[src/ccr_pkg.sv]
// Purpose: Shared constants and types for the charger control register pair.
// Assumes: Two-wire serial register access; 8-bit registers.
// Notes: Field positions refer to bit numbers inside each register byte.

package ccr_pkg;

	// ----------------------------------------------------------------
	// Register map
	// ----------------------------------------------------------------
	localparam logic [6:0] CCR_SLAVE_ADDR_DEFAULT = 7'h6b;
	localparam logic [7:0] CCR_CHARGE_BOOST_CONFIG_ADDR = 8'h03;
	localparam logic [7:0] CCR_CHARGE_CURRENT_CONFIG_ADDR = 8'h04;
	localparam logic [7:0] CCR_UNMAPPED_READ = 8'h00;

	// ----------------------------------------------------------------
	// Field positions
	// ----------------------------------------------------------------
	localparam int CCR_CB_STATUS_BIT = 7;
	localparam int CCR_CB_WD_RESTART_BIT = 6;
	localparam int CCR_CB_BOOST_BIT = 5;
	localparam int CCR_CB_CHARGE_BIT = 4;
	localparam int CCR_CB_MIN_VOLT_MSB = 3;
	localparam int CCR_CB_MIN_VOLT_LSB = 1;
	localparam int CCR_CB_LOW_BAT_BIT = 0;
	localparam int CCR_CC_PULSE_BIT = 7;
	localparam int CCR_CC_CODE_MSB = 6;
	localparam int CCR_CC_CODE_LSB = 0;

	// ----------------------------------------------------------------
	// Reset values and limits
	// ----------------------------------------------------------------
	localparam logic [7:0] CCR_CHARGE_BOOST_RESET = 8'h1a;
	localparam logic [7:0] CCR_CHARGE_CURRENT_RESET = 8'h20;
	localparam logic [6:0] CCR_CURRENT_CODE_OFF = 7'h00;
	localparam logic [6:0] CCR_CURRENT_CODE_MAX = 7'h3f;
	localparam logic [3:0] CCR_BITS_PER_BYTE = 4'h8;

	// ----------------------------------------------------------------
	// Types
	// ----------------------------------------------------------------
	typedef enum logic [2:0] {
		CCR_IDLE = 3'h0,
		CCR_ADDR = 3'h1,
		CCR_ACK = 3'h2,
		CCR_RECV = 3'h3,
		CCR_SEND = 3'h4,
		CCR_MACK = 3'h5
	} ccr_bus_state_t;

	typedef struct packed {
		logic adapter_present;
		logic boost_mode;
		logic port_detection_active;
		logic dedicated_adapter;
	} ccr_source_t;

	typedef struct packed {
		logic charge_enable;
		logic boost_output_enable;
		logic [2:0] min_system_voltage_code;
		logic low_battery_threshold_select;
		logic pulse_current_control_enable;
		logic [6:0] fast_charge_current_code;
	} ccr_config_t;

endpackage

[src/ccr_sync.sv]
// Purpose: Two-stage synchroniser for levels entering the mclk domain.
// Assumes: Inputs are levels; each bit is synchronised on its own.
// Notes: Also serves as the reset release synchroniser.

`timescale 1ns/1ns

module ccr_sync #(
	parameter int WIDTH = 1,
	parameter logic [WIDTH-1:0] RESET_VALUE = '0
) (
	// Clock and reset
	input wire logic clk,
	input wire logic rst_n,
	// Levels
	input wire logic [WIDTH-1:0] async_in,
	output logic [WIDTH-1:0] sync_out
);

	typedef struct packed {
		logic [WIDTH-1:0] meta;
		logic [WIDTH-1:0] stable;
	} ccr_sync_state_t;

	ccr_sync_state_t cur;
	ccr_sync_state_t next_cur;

	// The first stage feeds only the second stage.
	always_comb begin
		next_cur = cur;
		next_cur.meta = async_in;
		next_cur.stable = cur.meta;
	end

	always_ff @(posedge clk or negedge rst_n) begin
		if (!rst_n) begin
			cur.meta <= RESET_VALUE;
			cur.stable <= RESET_VALUE;
		end else begin
			cur <= next_cur;
		end
	end

	assign sync_out = cur.stable;

endmodule

[src/ccr_pin_steer.sv]
// Purpose: Decides the level of the status and detect-select pins.
// Assumes: Adapter present and boost mode are never both true.
// Notes: Purely combinational; the caller registers the results.

`timescale 1ns/1ns

module ccr_pin_steer #(
	parameter bit HAS_DETECT_SELECT = 1'b0
) (
	// Power source state
	input ccr_pkg::ccr_source_t source,
	input wire logic select_bit,
	// Pin levels
	output logic input_good_status,
	output logic detect_select
);

	import ccr_pkg::*;

	logic status_level;
	logic select_level;

	always_comb begin
		status_level = 1'b0;
		if (source.adapter_present) begin
			status_level = 1'b1;
		end else if (source.boost_mode) begin
			status_level = select_bit;
		end
	end

	always_comb begin
		select_level = 1'b0;
		if (source.adapter_present) begin
			if (source.port_detection_active || source.dedicated_adapter) begin
				select_level = 1'b1;
			end else begin
				select_level = select_bit;
			end
		end else if (source.boost_mode) begin
			select_level = select_bit;
		end
	end

	// The variant strap picks which pin owns the select bit.
	assign input_good_status = HAS_DETECT_SELECT ? 1'b0 : status_level;
	assign detect_select = HAS_DETECT_SELECT ? select_level : 1'b0;

endmodule

[src/ccr_top.sv]
// Purpose: Charge/boost and charge-current configuration registers behind
//          a two-wire serial slave, with status and detect-select pins.
// Assumes: Source state, register reset and watchdog expiry come from
//          logic on mclk; the serial pins come from outside.
// Notes: The serial clock is sampled by mclk, so it must stay well below
//        a quarter of mclk. No clock stretching is done.

`timescale 1ns/1ns

// Operation
// Status pin: adapter high, boost follows, battery low
// Detect-select high during detection or dedicated adapter
// Other source: detect-select equals force bit
// Boost mode: detect-select follows force bit
// Battery only: detect-select low; bit7 software reset (here bit7 is the status/detect-select force bit, no reset)
// Restart bit pulses watchdog restart, self-clears
// Boost and charge enables reset on both resets
// Minimum system voltage code, register reset only
// Low battery threshold select, register reset only
// Pulse current control enable, both resets
// Fast charge current code, both resets
// Zero current code disables charging
// Current code above maximum is clamped
// Watchdog expiry restores defaults of these fields
// Reads return held values; restart reads zero
module ccr_top #(
	parameter logic [6:0] SLAVE_ADDR = ccr_pkg::CCR_SLAVE_ADDR_DEFAULT,
	parameter bit HAS_DETECT_SELECT = 1'b0
) (
	// Clock and reset
	input wire logic mclk,
	input wire logic rst_n,
	// Two-wire serial register interface
	input wire logic scl_in,
	input wire logic sda_in,
	output logic sda_out,
	output logic sda_oe,
	// Charger state from the rest of the device
	input ccr_pkg::ccr_source_t source,
	input wire logic register_reset,
	input wire logic watchdog_expired,
	// Configuration towards the charger
	output logic watchdog_restart,
	output ccr_pkg::ccr_config_t config_out,
	// Pins
	output logic input_good_status_out,
	output logic detect_select_out
);

	import ccr_pkg::*;

	// ----------------------------------------------------------------
	// State
	// ----------------------------------------------------------------
	typedef struct packed {
		ccr_bus_state_t state;
		logic [3:0] bit_cnt;
		logic [7:0] shift;
		logic [7:0] ptr;
		logic ptr_loaded;
		logic rw;
		logic master_ack;
		logic sda_oe;
		logic scl_q;
		logic sda_q;
		logic status_select;
		logic wd_restart;
		logic boost_en;
		logic charge_en;
		logic [2:0] min_volt;
		logic low_bat_sel;
		logic pulse_en;
		logic [6:0] current_code;
		logic status_pin;
		logic detect_pin;
		ccr_config_t cfg;
	} ccr_top_state_t;

	ccr_top_state_t cur;
	ccr_top_state_t next_cur;

	logic rst_sync_n;
	logic [1:0] pins_sync;
	logic scl_s;
	logic sda_s;
	logic scl_rise;
	logic scl_fall;
	logic bus_start;
	logic bus_stop;
	logic wr_en;
	logic [7:0] wr_addr;
	logic [7:0] wr_data;
	logic [7:0] read_data;
	logic steer_status;
	logic steer_select;
	logic [6:0] clamped_code;

	// ----------------------------------------------------------------
	// Reset release and pin synchronisers
	// ----------------------------------------------------------------
	ccr_sync #(
		.WIDTH(1),
		.RESET_VALUE(1'b0)
	) u_reset_sync (
		.clk(mclk),
		.rst_n(rst_n),
		.async_in(1'b1),
		.sync_out(rst_sync_n)
	);

	// The bus idles high, so the synchroniser starts high to avoid a
	// false edge right after reset.
	ccr_sync #(
		.WIDTH(2),
		.RESET_VALUE(2'b11)
	) u_pin_sync (
		.clk(mclk),
		.rst_n(rst_sync_n),
		.async_in({scl_in, sda_in}),
		.sync_out(pins_sync)
	);

	assign scl_s = pins_sync[1];
	assign sda_s = pins_sync[0];
	assign scl_rise = scl_s & ~cur.scl_q;
	assign scl_fall = ~scl_s & cur.scl_q;
	assign bus_start = scl_s & cur.scl_q & cur.sda_q & ~sda_s;
	assign bus_stop = scl_s & cur.scl_q & ~cur.sda_q & sda_s;

	// ----------------------------------------------------------------
	// Read path
	// ----------------------------------------------------------------
	function automatic logic [7:0] read_byte(input ccr_top_state_t s);
		logic [7:0] b;
		b = CCR_UNMAPPED_READ;
		if (s.ptr == CCR_CHARGE_BOOST_CONFIG_ADDR) begin
			b[CCR_CB_STATUS_BIT] = s.status_select;
			b[CCR_CB_WD_RESTART_BIT] = s.wd_restart;
			b[CCR_CB_BOOST_BIT] = s.boost_en;
			b[CCR_CB_CHARGE_BIT] = s.charge_en;
			b[CCR_CB_MIN_VOLT_MSB:CCR_CB_MIN_VOLT_LSB] = s.min_volt;
			b[CCR_CB_LOW_BAT_BIT] = s.low_bat_sel;
		end else if (s.ptr == CCR_CHARGE_CURRENT_CONFIG_ADDR) begin
			b[CCR_CC_PULSE_BIT] = s.pulse_en;
			b[CCR_CC_CODE_MSB:CCR_CC_CODE_LSB] = s.current_code;
		end
		return b;
	endfunction

	assign read_data = read_byte(cur);

	// ----------------------------------------------------------------
	// Pin steering
	// ----------------------------------------------------------------
	ccr_pin_steer #(
		.HAS_DETECT_SELECT(HAS_DETECT_SELECT)
	) u_pin_steer (
		.source(source),
		.select_bit(cur.status_select),
		.input_good_status(steer_status),
		.detect_select(steer_select)
	);

	// Codes above the top step are held at the top step.
	assign clamped_code = (cur.current_code > CCR_CURRENT_CODE_MAX) ?
		CCR_CURRENT_CODE_MAX : cur.current_code;

	// ----------------------------------------------------------------
	// Next state
	// ----------------------------------------------------------------
	always_comb begin
		next_cur = cur;
		wr_en = 1'b0;
		wr_addr = cur.ptr;
		wr_data = cur.shift;
		next_cur.scl_q = scl_s;
		next_cur.sda_q = sda_s;
		next_cur.wd_restart = 1'b0;

		// Serial slave. A start or stop is honoured in any state.
		if (bus_start) begin
			next_cur.state = CCR_ADDR;
			next_cur.bit_cnt = 4'h0;
			next_cur.ptr_loaded = 1'b0;
			next_cur.sda_oe = 1'b0;
		end else if (bus_stop) begin
			next_cur.state = CCR_IDLE;
			next_cur.sda_oe = 1'b0;
		end else begin
			case (cur.state)
				CCR_IDLE: begin
					next_cur.sda_oe = 1'b0;
				end
				CCR_ADDR: begin
					if (scl_rise) begin
						next_cur.shift = {cur.shift[6:0], sda_s};
						next_cur.bit_cnt = cur.bit_cnt + 4'h1;
					end else if (scl_fall && cur.bit_cnt == CCR_BITS_PER_BYTE) begin
						if (cur.shift[7:1] == SLAVE_ADDR) begin
							next_cur.rw = cur.shift[0];
							next_cur.sda_oe = 1'b1;
							next_cur.state = CCR_ACK;
						end else begin
							next_cur.state = CCR_IDLE;
						end
					end
				end
				CCR_ACK: begin
					if (scl_fall) begin
						if (cur.rw) begin
							next_cur.shift = read_data;
							next_cur.sda_oe = ~read_data[7];
							next_cur.bit_cnt = 4'h1;
							next_cur.state = CCR_SEND;
						end else begin
							next_cur.sda_oe = 1'b0;
							next_cur.bit_cnt = 4'h0;
							next_cur.state = CCR_RECV;
						end
					end
				end
				CCR_RECV: begin
					if (scl_rise) begin
						next_cur.shift = {cur.shift[6:0], sda_s};
						next_cur.bit_cnt = cur.bit_cnt + 4'h1;
					end else if (scl_fall && cur.bit_cnt == CCR_BITS_PER_BYTE) begin
						next_cur.sda_oe = 1'b1;
						next_cur.state = CCR_ACK;
						if (cur.ptr_loaded) begin
							wr_en = 1'b1;
							next_cur.ptr = cur.ptr + 8'h01;
						end else begin
							next_cur.ptr = cur.shift;
							next_cur.ptr_loaded = 1'b1;
						end
					end
				end
				CCR_SEND: begin
					if (scl_fall) begin
						if (cur.bit_cnt == CCR_BITS_PER_BYTE) begin
							next_cur.sda_oe = 1'b0;
							next_cur.ptr = cur.ptr + 8'h01;
							next_cur.state = CCR_MACK;
						end else begin
							next_cur.sda_oe = ~cur.shift[6];
							next_cur.shift = {cur.shift[6:0], 1'b0};
							next_cur.bit_cnt = cur.bit_cnt + 4'h1;
						end
					end
				end
				CCR_MACK: begin
					if (scl_rise) begin
						next_cur.master_ack = ~sda_s;
					end else if (scl_fall) begin
						if (cur.master_ack) begin
							next_cur.shift = read_data;
							next_cur.sda_oe = ~read_data[7];
							next_cur.bit_cnt = 4'h1;
							next_cur.state = CCR_SEND;
						end else begin
							next_cur.state = CCR_IDLE;
						end
					end
				end
				default: begin
					next_cur.state = CCR_IDLE;
					next_cur.sda_oe = 1'b0;
				end
			endcase
		end

		// Register writes.
		if (wr_en && wr_addr == CCR_CHARGE_BOOST_CONFIG_ADDR) begin
			next_cur.status_select = wr_data[CCR_CB_STATUS_BIT];
			next_cur.wd_restart = wr_data[CCR_CB_WD_RESTART_BIT];
			next_cur.boost_en = wr_data[CCR_CB_BOOST_BIT];
			next_cur.charge_en = wr_data[CCR_CB_CHARGE_BIT];
			next_cur.min_volt =
				wr_data[CCR_CB_MIN_VOLT_MSB:CCR_CB_MIN_VOLT_LSB];
			next_cur.low_bat_sel = wr_data[CCR_CB_LOW_BAT_BIT];
		end
		if (wr_en && wr_addr == CCR_CHARGE_CURRENT_CONFIG_ADDR) begin
			next_cur.pulse_en = wr_data[CCR_CC_PULSE_BIT];
			next_cur.current_code =
				wr_data[CCR_CC_CODE_MSB:CCR_CC_CODE_LSB];
		end

		// Defaults win over a host write in the same cycle, so the
		// charger never runs with an enable, pulse or current code written just as it expired.
		if (watchdog_expired) begin
			next_cur.wd_restart = 1'b0;
			next_cur.boost_en = CCR_CHARGE_BOOST_RESET[CCR_CB_BOOST_BIT];
			next_cur.charge_en =
				CCR_CHARGE_BOOST_RESET[CCR_CB_CHARGE_BIT];
			next_cur.pulse_en =
				CCR_CHARGE_CURRENT_RESET[CCR_CC_PULSE_BIT];
			next_cur.current_code =
				CCR_CHARGE_CURRENT_RESET[CCR_CC_CODE_MSB:CCR_CC_CODE_LSB];
		end
		if (register_reset) begin
			next_cur.boost_en = CCR_CHARGE_BOOST_RESET[CCR_CB_BOOST_BIT];
			next_cur.charge_en =
				CCR_CHARGE_BOOST_RESET[CCR_CB_CHARGE_BIT];
			next_cur.min_volt = CCR_CHARGE_BOOST_RESET[
				CCR_CB_MIN_VOLT_MSB:CCR_CB_MIN_VOLT_LSB];
			next_cur.low_bat_sel =
				CCR_CHARGE_BOOST_RESET[CCR_CB_LOW_BAT_BIT];
			next_cur.pulse_en =
				CCR_CHARGE_CURRENT_RESET[CCR_CC_PULSE_BIT];
			next_cur.current_code =
				CCR_CHARGE_CURRENT_RESET[CCR_CC_CODE_MSB:CCR_CC_CODE_LSB];
		end

		// Registered outputs, one cycle behind the held fields.
		next_cur.status_pin = steer_status;
		next_cur.detect_pin = steer_select;
		next_cur.cfg.charge_enable = cur.charge_en &&
			(cur.current_code != CCR_CURRENT_CODE_OFF);
		next_cur.cfg.boost_output_enable = cur.boost_en;
		next_cur.cfg.min_system_voltage_code = cur.min_volt;
		next_cur.cfg.low_battery_threshold_select = cur.low_bat_sel;
		next_cur.cfg.pulse_current_control_enable = cur.pulse_en;
		next_cur.cfg.fast_charge_current_code = clamped_code;
	end

	// ----------------------------------------------------------------
	// Registers
	// ----------------------------------------------------------------
	always_ff @(posedge mclk or negedge rst_sync_n) begin
		if (!rst_sync_n) begin
			cur <= '0;
			cur.state <= CCR_IDLE;
			cur.scl_q <= 1'b1;
			cur.sda_q <= 1'b1;
			cur.status_select <= CCR_CHARGE_BOOST_RESET[CCR_CB_STATUS_BIT];
			cur.boost_en <= CCR_CHARGE_BOOST_RESET[CCR_CB_BOOST_BIT];
			cur.charge_en <= CCR_CHARGE_BOOST_RESET[CCR_CB_CHARGE_BIT];
			cur.min_volt <=
				CCR_CHARGE_BOOST_RESET[CCR_CB_MIN_VOLT_MSB:CCR_CB_MIN_VOLT_LSB];
			cur.low_bat_sel <= CCR_CHARGE_BOOST_RESET[CCR_CB_LOW_BAT_BIT];
			cur.pulse_en <= CCR_CHARGE_CURRENT_RESET[CCR_CC_PULSE_BIT];
			cur.current_code <=
				CCR_CHARGE_CURRENT_RESET[CCR_CC_CODE_MSB:CCR_CC_CODE_LSB];
		end else begin
			cur <= next_cur;
		end
	end

	// ----------------------------------------------------------------
	// Outputs
	// ----------------------------------------------------------------
	// Open drain: the pad only ever pulls low.
	assign sda_out = 1'b0;
	assign sda_oe = cur.sda_oe;
	assign watchdog_restart = cur.wd_restart;
	assign config_out = cur.cfg;
	assign input_good_status_out = cur.status_pin;
	assign detect_select_out = cur.detect_pin;

endmodule

[config.mk]
export PLATFORM = sky130hd
export DESIGN_NAME = ccr_top
export DESIGN_NICKNAME = d
export VERILOG_FILES = /design/src/ccr_pkg.sv /design/src/ccr_sync.sv /design/src/ccr_pin_steer.sv /design/src/ccr_top.sv
export SDC_FILE = /design/constraint.sdc
export NUM_CORES = 1
export LEC_CHECK = 0
export ABC_CLOCK_PERIOD_IN_PS = 4800
export BUFFER_PORTS_ARGS = -buffer_cell sky130_fd_sc_hd__clkbuf_2
export CAP_MARGIN = 30
export CORE_MARGIN = 2
export CORE_UTILIZATION = 50
export CTS_BUF_LIST = sky130_fd_sc_hd__clkbuf_8 sky130_fd_sc_hd__clkbuf_16
export DETAILED_ROUTE_END_ITERATION = 16
export PLACE_DENSITY = 0.73
export SYNTH_ARGS = -nofsm -noshare
export SYNTH_HDL_FRONTEND = slang
export SYNTH_SLANG_ARGS = --single-unit
[constraint.sdc]
create_clock -name mclk -period 4.8 [get_ports mclk]
set_clock_uncertainty 0.2 [all_clocks]
set_input_delay 0.96 -clock mclk [delete_from_list [all_inputs] [get_ports mclk]]
set_output_delay 0.96 -clock mclk [all_outputs]
set_load 0.02 [all_outputs]
==> impl_summary.txt <==
----------------------------------------------------
[Status]
  Status ... complete, no violations

[Place]
  GP Congestion ... around 0.89
  Port Buffer Count ... 24
  Post-placement worst setup slack ... about 2.2 ns
  DP HPWL ... about 4.5 mm

[Layout]
  Multi-input combinational cell area ... between 1000 and 1500 sq um
  Area used by sequential logic in the layout ... about 1700 sq um
  Number of antenna repair diodes ... 0
  Number of filler instances in the final layout ... between 500 and 600
  Post-synthesis to final-layout area growth ... 7.61%
  Layout net count ... approximately 350
  Layout cells sized above 1 ... 0.226

[Global routing]
  Total overflow reported by the global router ... 0
  Initial antenna violation count ... 0
  Global Route Usage Sum ... 0.199
  Maximum number of pins on one net before global-route repair ... 65
  Via count of the first global-routing pass ... 2316
  First-pass GRT wire length ... about 11 mm

[Worst setup path]
  Startpoint kind of the worst setup timing path ... register
  CP Capture Type ... register
  Required time of the critical path ... approximately 4.8 ns
  Worst-path maximum fanout ... 16
  Critical path buffer and inverter count ... 0
  Worst path slowest cell ... dfrtp_1
  Setup CP Type ... reg -> reg
  Critical Path, Cell by Cell ... nor2b_1 -> o32ai_4 -> nand3_2 -> or3_1 -> mux2_4
  Largest incremental delay on the critical path ... ~0.64 ns
  Crit-path leading delay family ... simple AND/OR/NAND/NOR gates
  Arrival time worst endpoint ... 2.64 ns

[Clocking]
  Skew-Pair Late Insertion Delay ... ~0.34 ns
  Clock-pin slew on the worst setup and hold paths ... around 0.08 ns
  Resized Gates After CTS ... 0
  Buffer type at the clock tree root ... clkbuf_8
  Bufs on Longest Clock Path ... 2
  # clock sinks ... 66
  Count of hold-fix buffers inserted at cts ... 0
  Clock tree from TritonCTS ... yes
  Num CTS Buffers ... 9
  Number of buffers inserted by post-CTS setup repair ... 0
  Number of levels in the clock H-tree ... 3

[STA]
  Setup Total Neg Slack ... 0 ns
  Maximum clock frequency ... 0.383 GHz
  Slew at the pin closest to its max-slew limit ... 0.788 ns
  Final setup viols ... 0
  Post-route worst setup slack ... roughly 2.2 ns
  Total count of max-transition violations in the final report ... 0
  Final worst path period share ... 0.544
  Post-layout min period ... about 2.6 ns
  Number of endpoints with negative hold slack in the final report ... 0
  Max-slew headroom ... 0.474
  RSZ-0062 raised after global routing ... false

[Route]
  Highest routed metal layer ... met4
  Detail Route Antenna Nets ... 0
  Vias after detailed routing ... 2317
  Met2 Wirelength ... just under 3 mm
  Wire length the detailed router placed on met1 ... 3.14 mm
  Number of iterations in the first detailed-routing pass ... 4
  Initial detailed-routing violation count ... 226
  Routed wire length on met3 ... ~260 um
  DRT Wirelength ... between 6 and 7 mm
  Number of remaining DRC errors ... 0
  Via density per instance ... 5.60
  Routed wirelength normalized by instance count ... 15.5 um

[Logic synthesis]
  Post-synthesis cell type with the largest combined area ... dfrtp_1
  Top flip-flop cell by instance count after synthesis ... dfrtp_1
  Synth Register Bits ... 66
  Mapped cell area ... between 3000 and 4000 sq um
  Synthesized area per cell ... ~10 sq um
  Most area-consuming cells after synthesis ... dfrtp_1 42%, dfstp_2 7.9%, buf_4 4.1%, mux2i_1 3.9%, nand2_1 3.8%
  Most common cell in the netlist ... dfrtp_1
  Yosys warns ... 0
  Most frequent cells after synthesis ... 56 x dfrtp_1, 34 x nand2_1, 25 x nor2_1
  Syn Inst Count ... 321
  Post-synth cell types ... 54
  Number of enable-type register cells in the synthesized netlist ... 0
  Register area share after synthesis ... 0.501
  Post-synth top area share ... 0.422
  Share of flip-flops with an asynchronous set or reset ... 1.00

[Flow run]
  Max capacitance violation total ... 0

[Floorplan]
  Initial Utilization ... 0.520
  Die X ... approximately 85 um
  Vertical die dimension ... 85.5 um
  Io pins ... 29
  Number of core rows ... 29
  Core Box Area ... between 6000 and 7000 sq um
  Die area ... roughly 7300 sq um

[Power and ir drop]
  Cell Pwr Density ... around 430 nW/um^2
  Largest voltage drop on the vdd net ... 0.223 mV
  Total chip power ... approximately 1.5 mW
  Static leakage ... roughly 1.6 nW

[Min path]
  Hold Crit Class ... reg -> reg

----------------------------------------------------
## power by group
part / internal, mW / switching, mW
clock network: 0.244 / 0.230
logic: 0.159 / 0.207
registers: 0.612 / 0.0928
total: 1.01 / 0.530
## cell usage in the layout, fill, tap and decap left out, drive strengths merged, types with 2 or more instances in the layout
cell type / count
and3b: 2
a21oi: 18
nand2: 34
dfrtp: 56
dfstp: 10
a211o: 3
nor3b: 2
o31a: 2
nand3b: 5
nand2b: 6
a22o: 3
inv: 8
a211oi: 3
a22oi: 7
clkinv: 5
nor2b: 9
conb: 4
o211ai: 3
o22ai: 5
clkbuf: 33
nor2: 26
or4: 3
and4: 3
mux2: 10
or2: 7
a31oi: 3
nor3: 6
o31ai: 2
ha: 4
nand3: 11
mux2i: 13
o21ai: 16
## per-stage QoR
stage	utilization	cell area (sq um)	std cells	hold slack (ns)
finish	0.559	3570	414	0.154
global route	0.559	3570	414	0.159
CTS	0.559	3570	414	0.158
detailed placement	0.528	3370	398	0.141
global placement	0.528	3370	398	0.137
floorplan	-	3330	323	0.131
## registers in the layout (all words and copies together) (netlist names), 2 cells and up
| signal | flops |
|---|---|
| wr_addr | 8 |
| wr_data | 8 |
| cur | 27 |
| u_pin_sync.sync_out | 2 |
| config_out | 14 |
| u_pin_sync.cur | 2 |
## path summary, 6_finish.rpt
| kind | depth (start not counted) | start | endpoint | slack (ns) |
|---|---|---|---|---|
| max in group asynchronous | 1 | u_reset_sync.sync_out$_DFF_PN0_ | sda_oe$_DFFE_PN0P_ | 3.66 |
| worst max-delay path | 5 | cur[58]$_DFFE_PN0P_ | wr_data[1]$_DFFE_PN0P_ | 2.19 |
| worst max register to register | 5 | cur[58]$_DFFE_PN0P_ | wr_data[1]$_DFFE_PN0P_ | 2.19 |
| min in group asynchronous | 1 | rst_n | u_reset_sync.sync_out$_DFF_PN0_ | 0.18 |
| worst min register to register | 0 | u_reset_sync.cur[1]$_DFF_PN0_ | u_reset_sync.sync_out$_DFF_PN0_ | 0.15 |
| worst min-delay path | 0 | u_reset_sync.cur[1]$_DFF_PN0_ | u_reset_sync.sync_out$_DFF_PN0_ | 0.15 |
## area by class of cell
type / instances / share of cell area
Inverter: 7 / 0.00736
Clock inverter: 7 / 0.0221
Multi-Input combinational cell: 223 / 0.407
Tap cell: 77 / 0.0270
Clock buffer: 9 / 0.0347
Sequential cell: 66 / 0.466
Timing Repair Buffer: 25 / 0.0357
## worst register-to-register path: stages, from the launching register on
cell and delay [ns]:
dfrtp_1 0.64, nor2b_1 0.53, o32ai_4 0.19, nand3_2 0.13
or3_1 0.48, mux2_4 0.35
## logic make-up (layout without fill, tap and decap cells)
kind of cell    Yosys count  count (layout)  share of synthesized area
buf+inv                  34              48                     0.0629
flops                    66              66                      0.501
other cells               2               4                    0.00226
mux                      23              23                     0.0822
xor+xnor                  1               1                    0.00264
simple gates            121             121                      0.193
fa+ha+maj                 4               4                     0.0151
compound gates           70              70                      0.141
## metal layers
metal	GRT usage	up-vias
met3	0.0477	9
met4	0.0635	0
met5	0	-
met1	0.287	1123
met2	0.296	43
li1	-	1142
(Power assumes the default switching activity.)
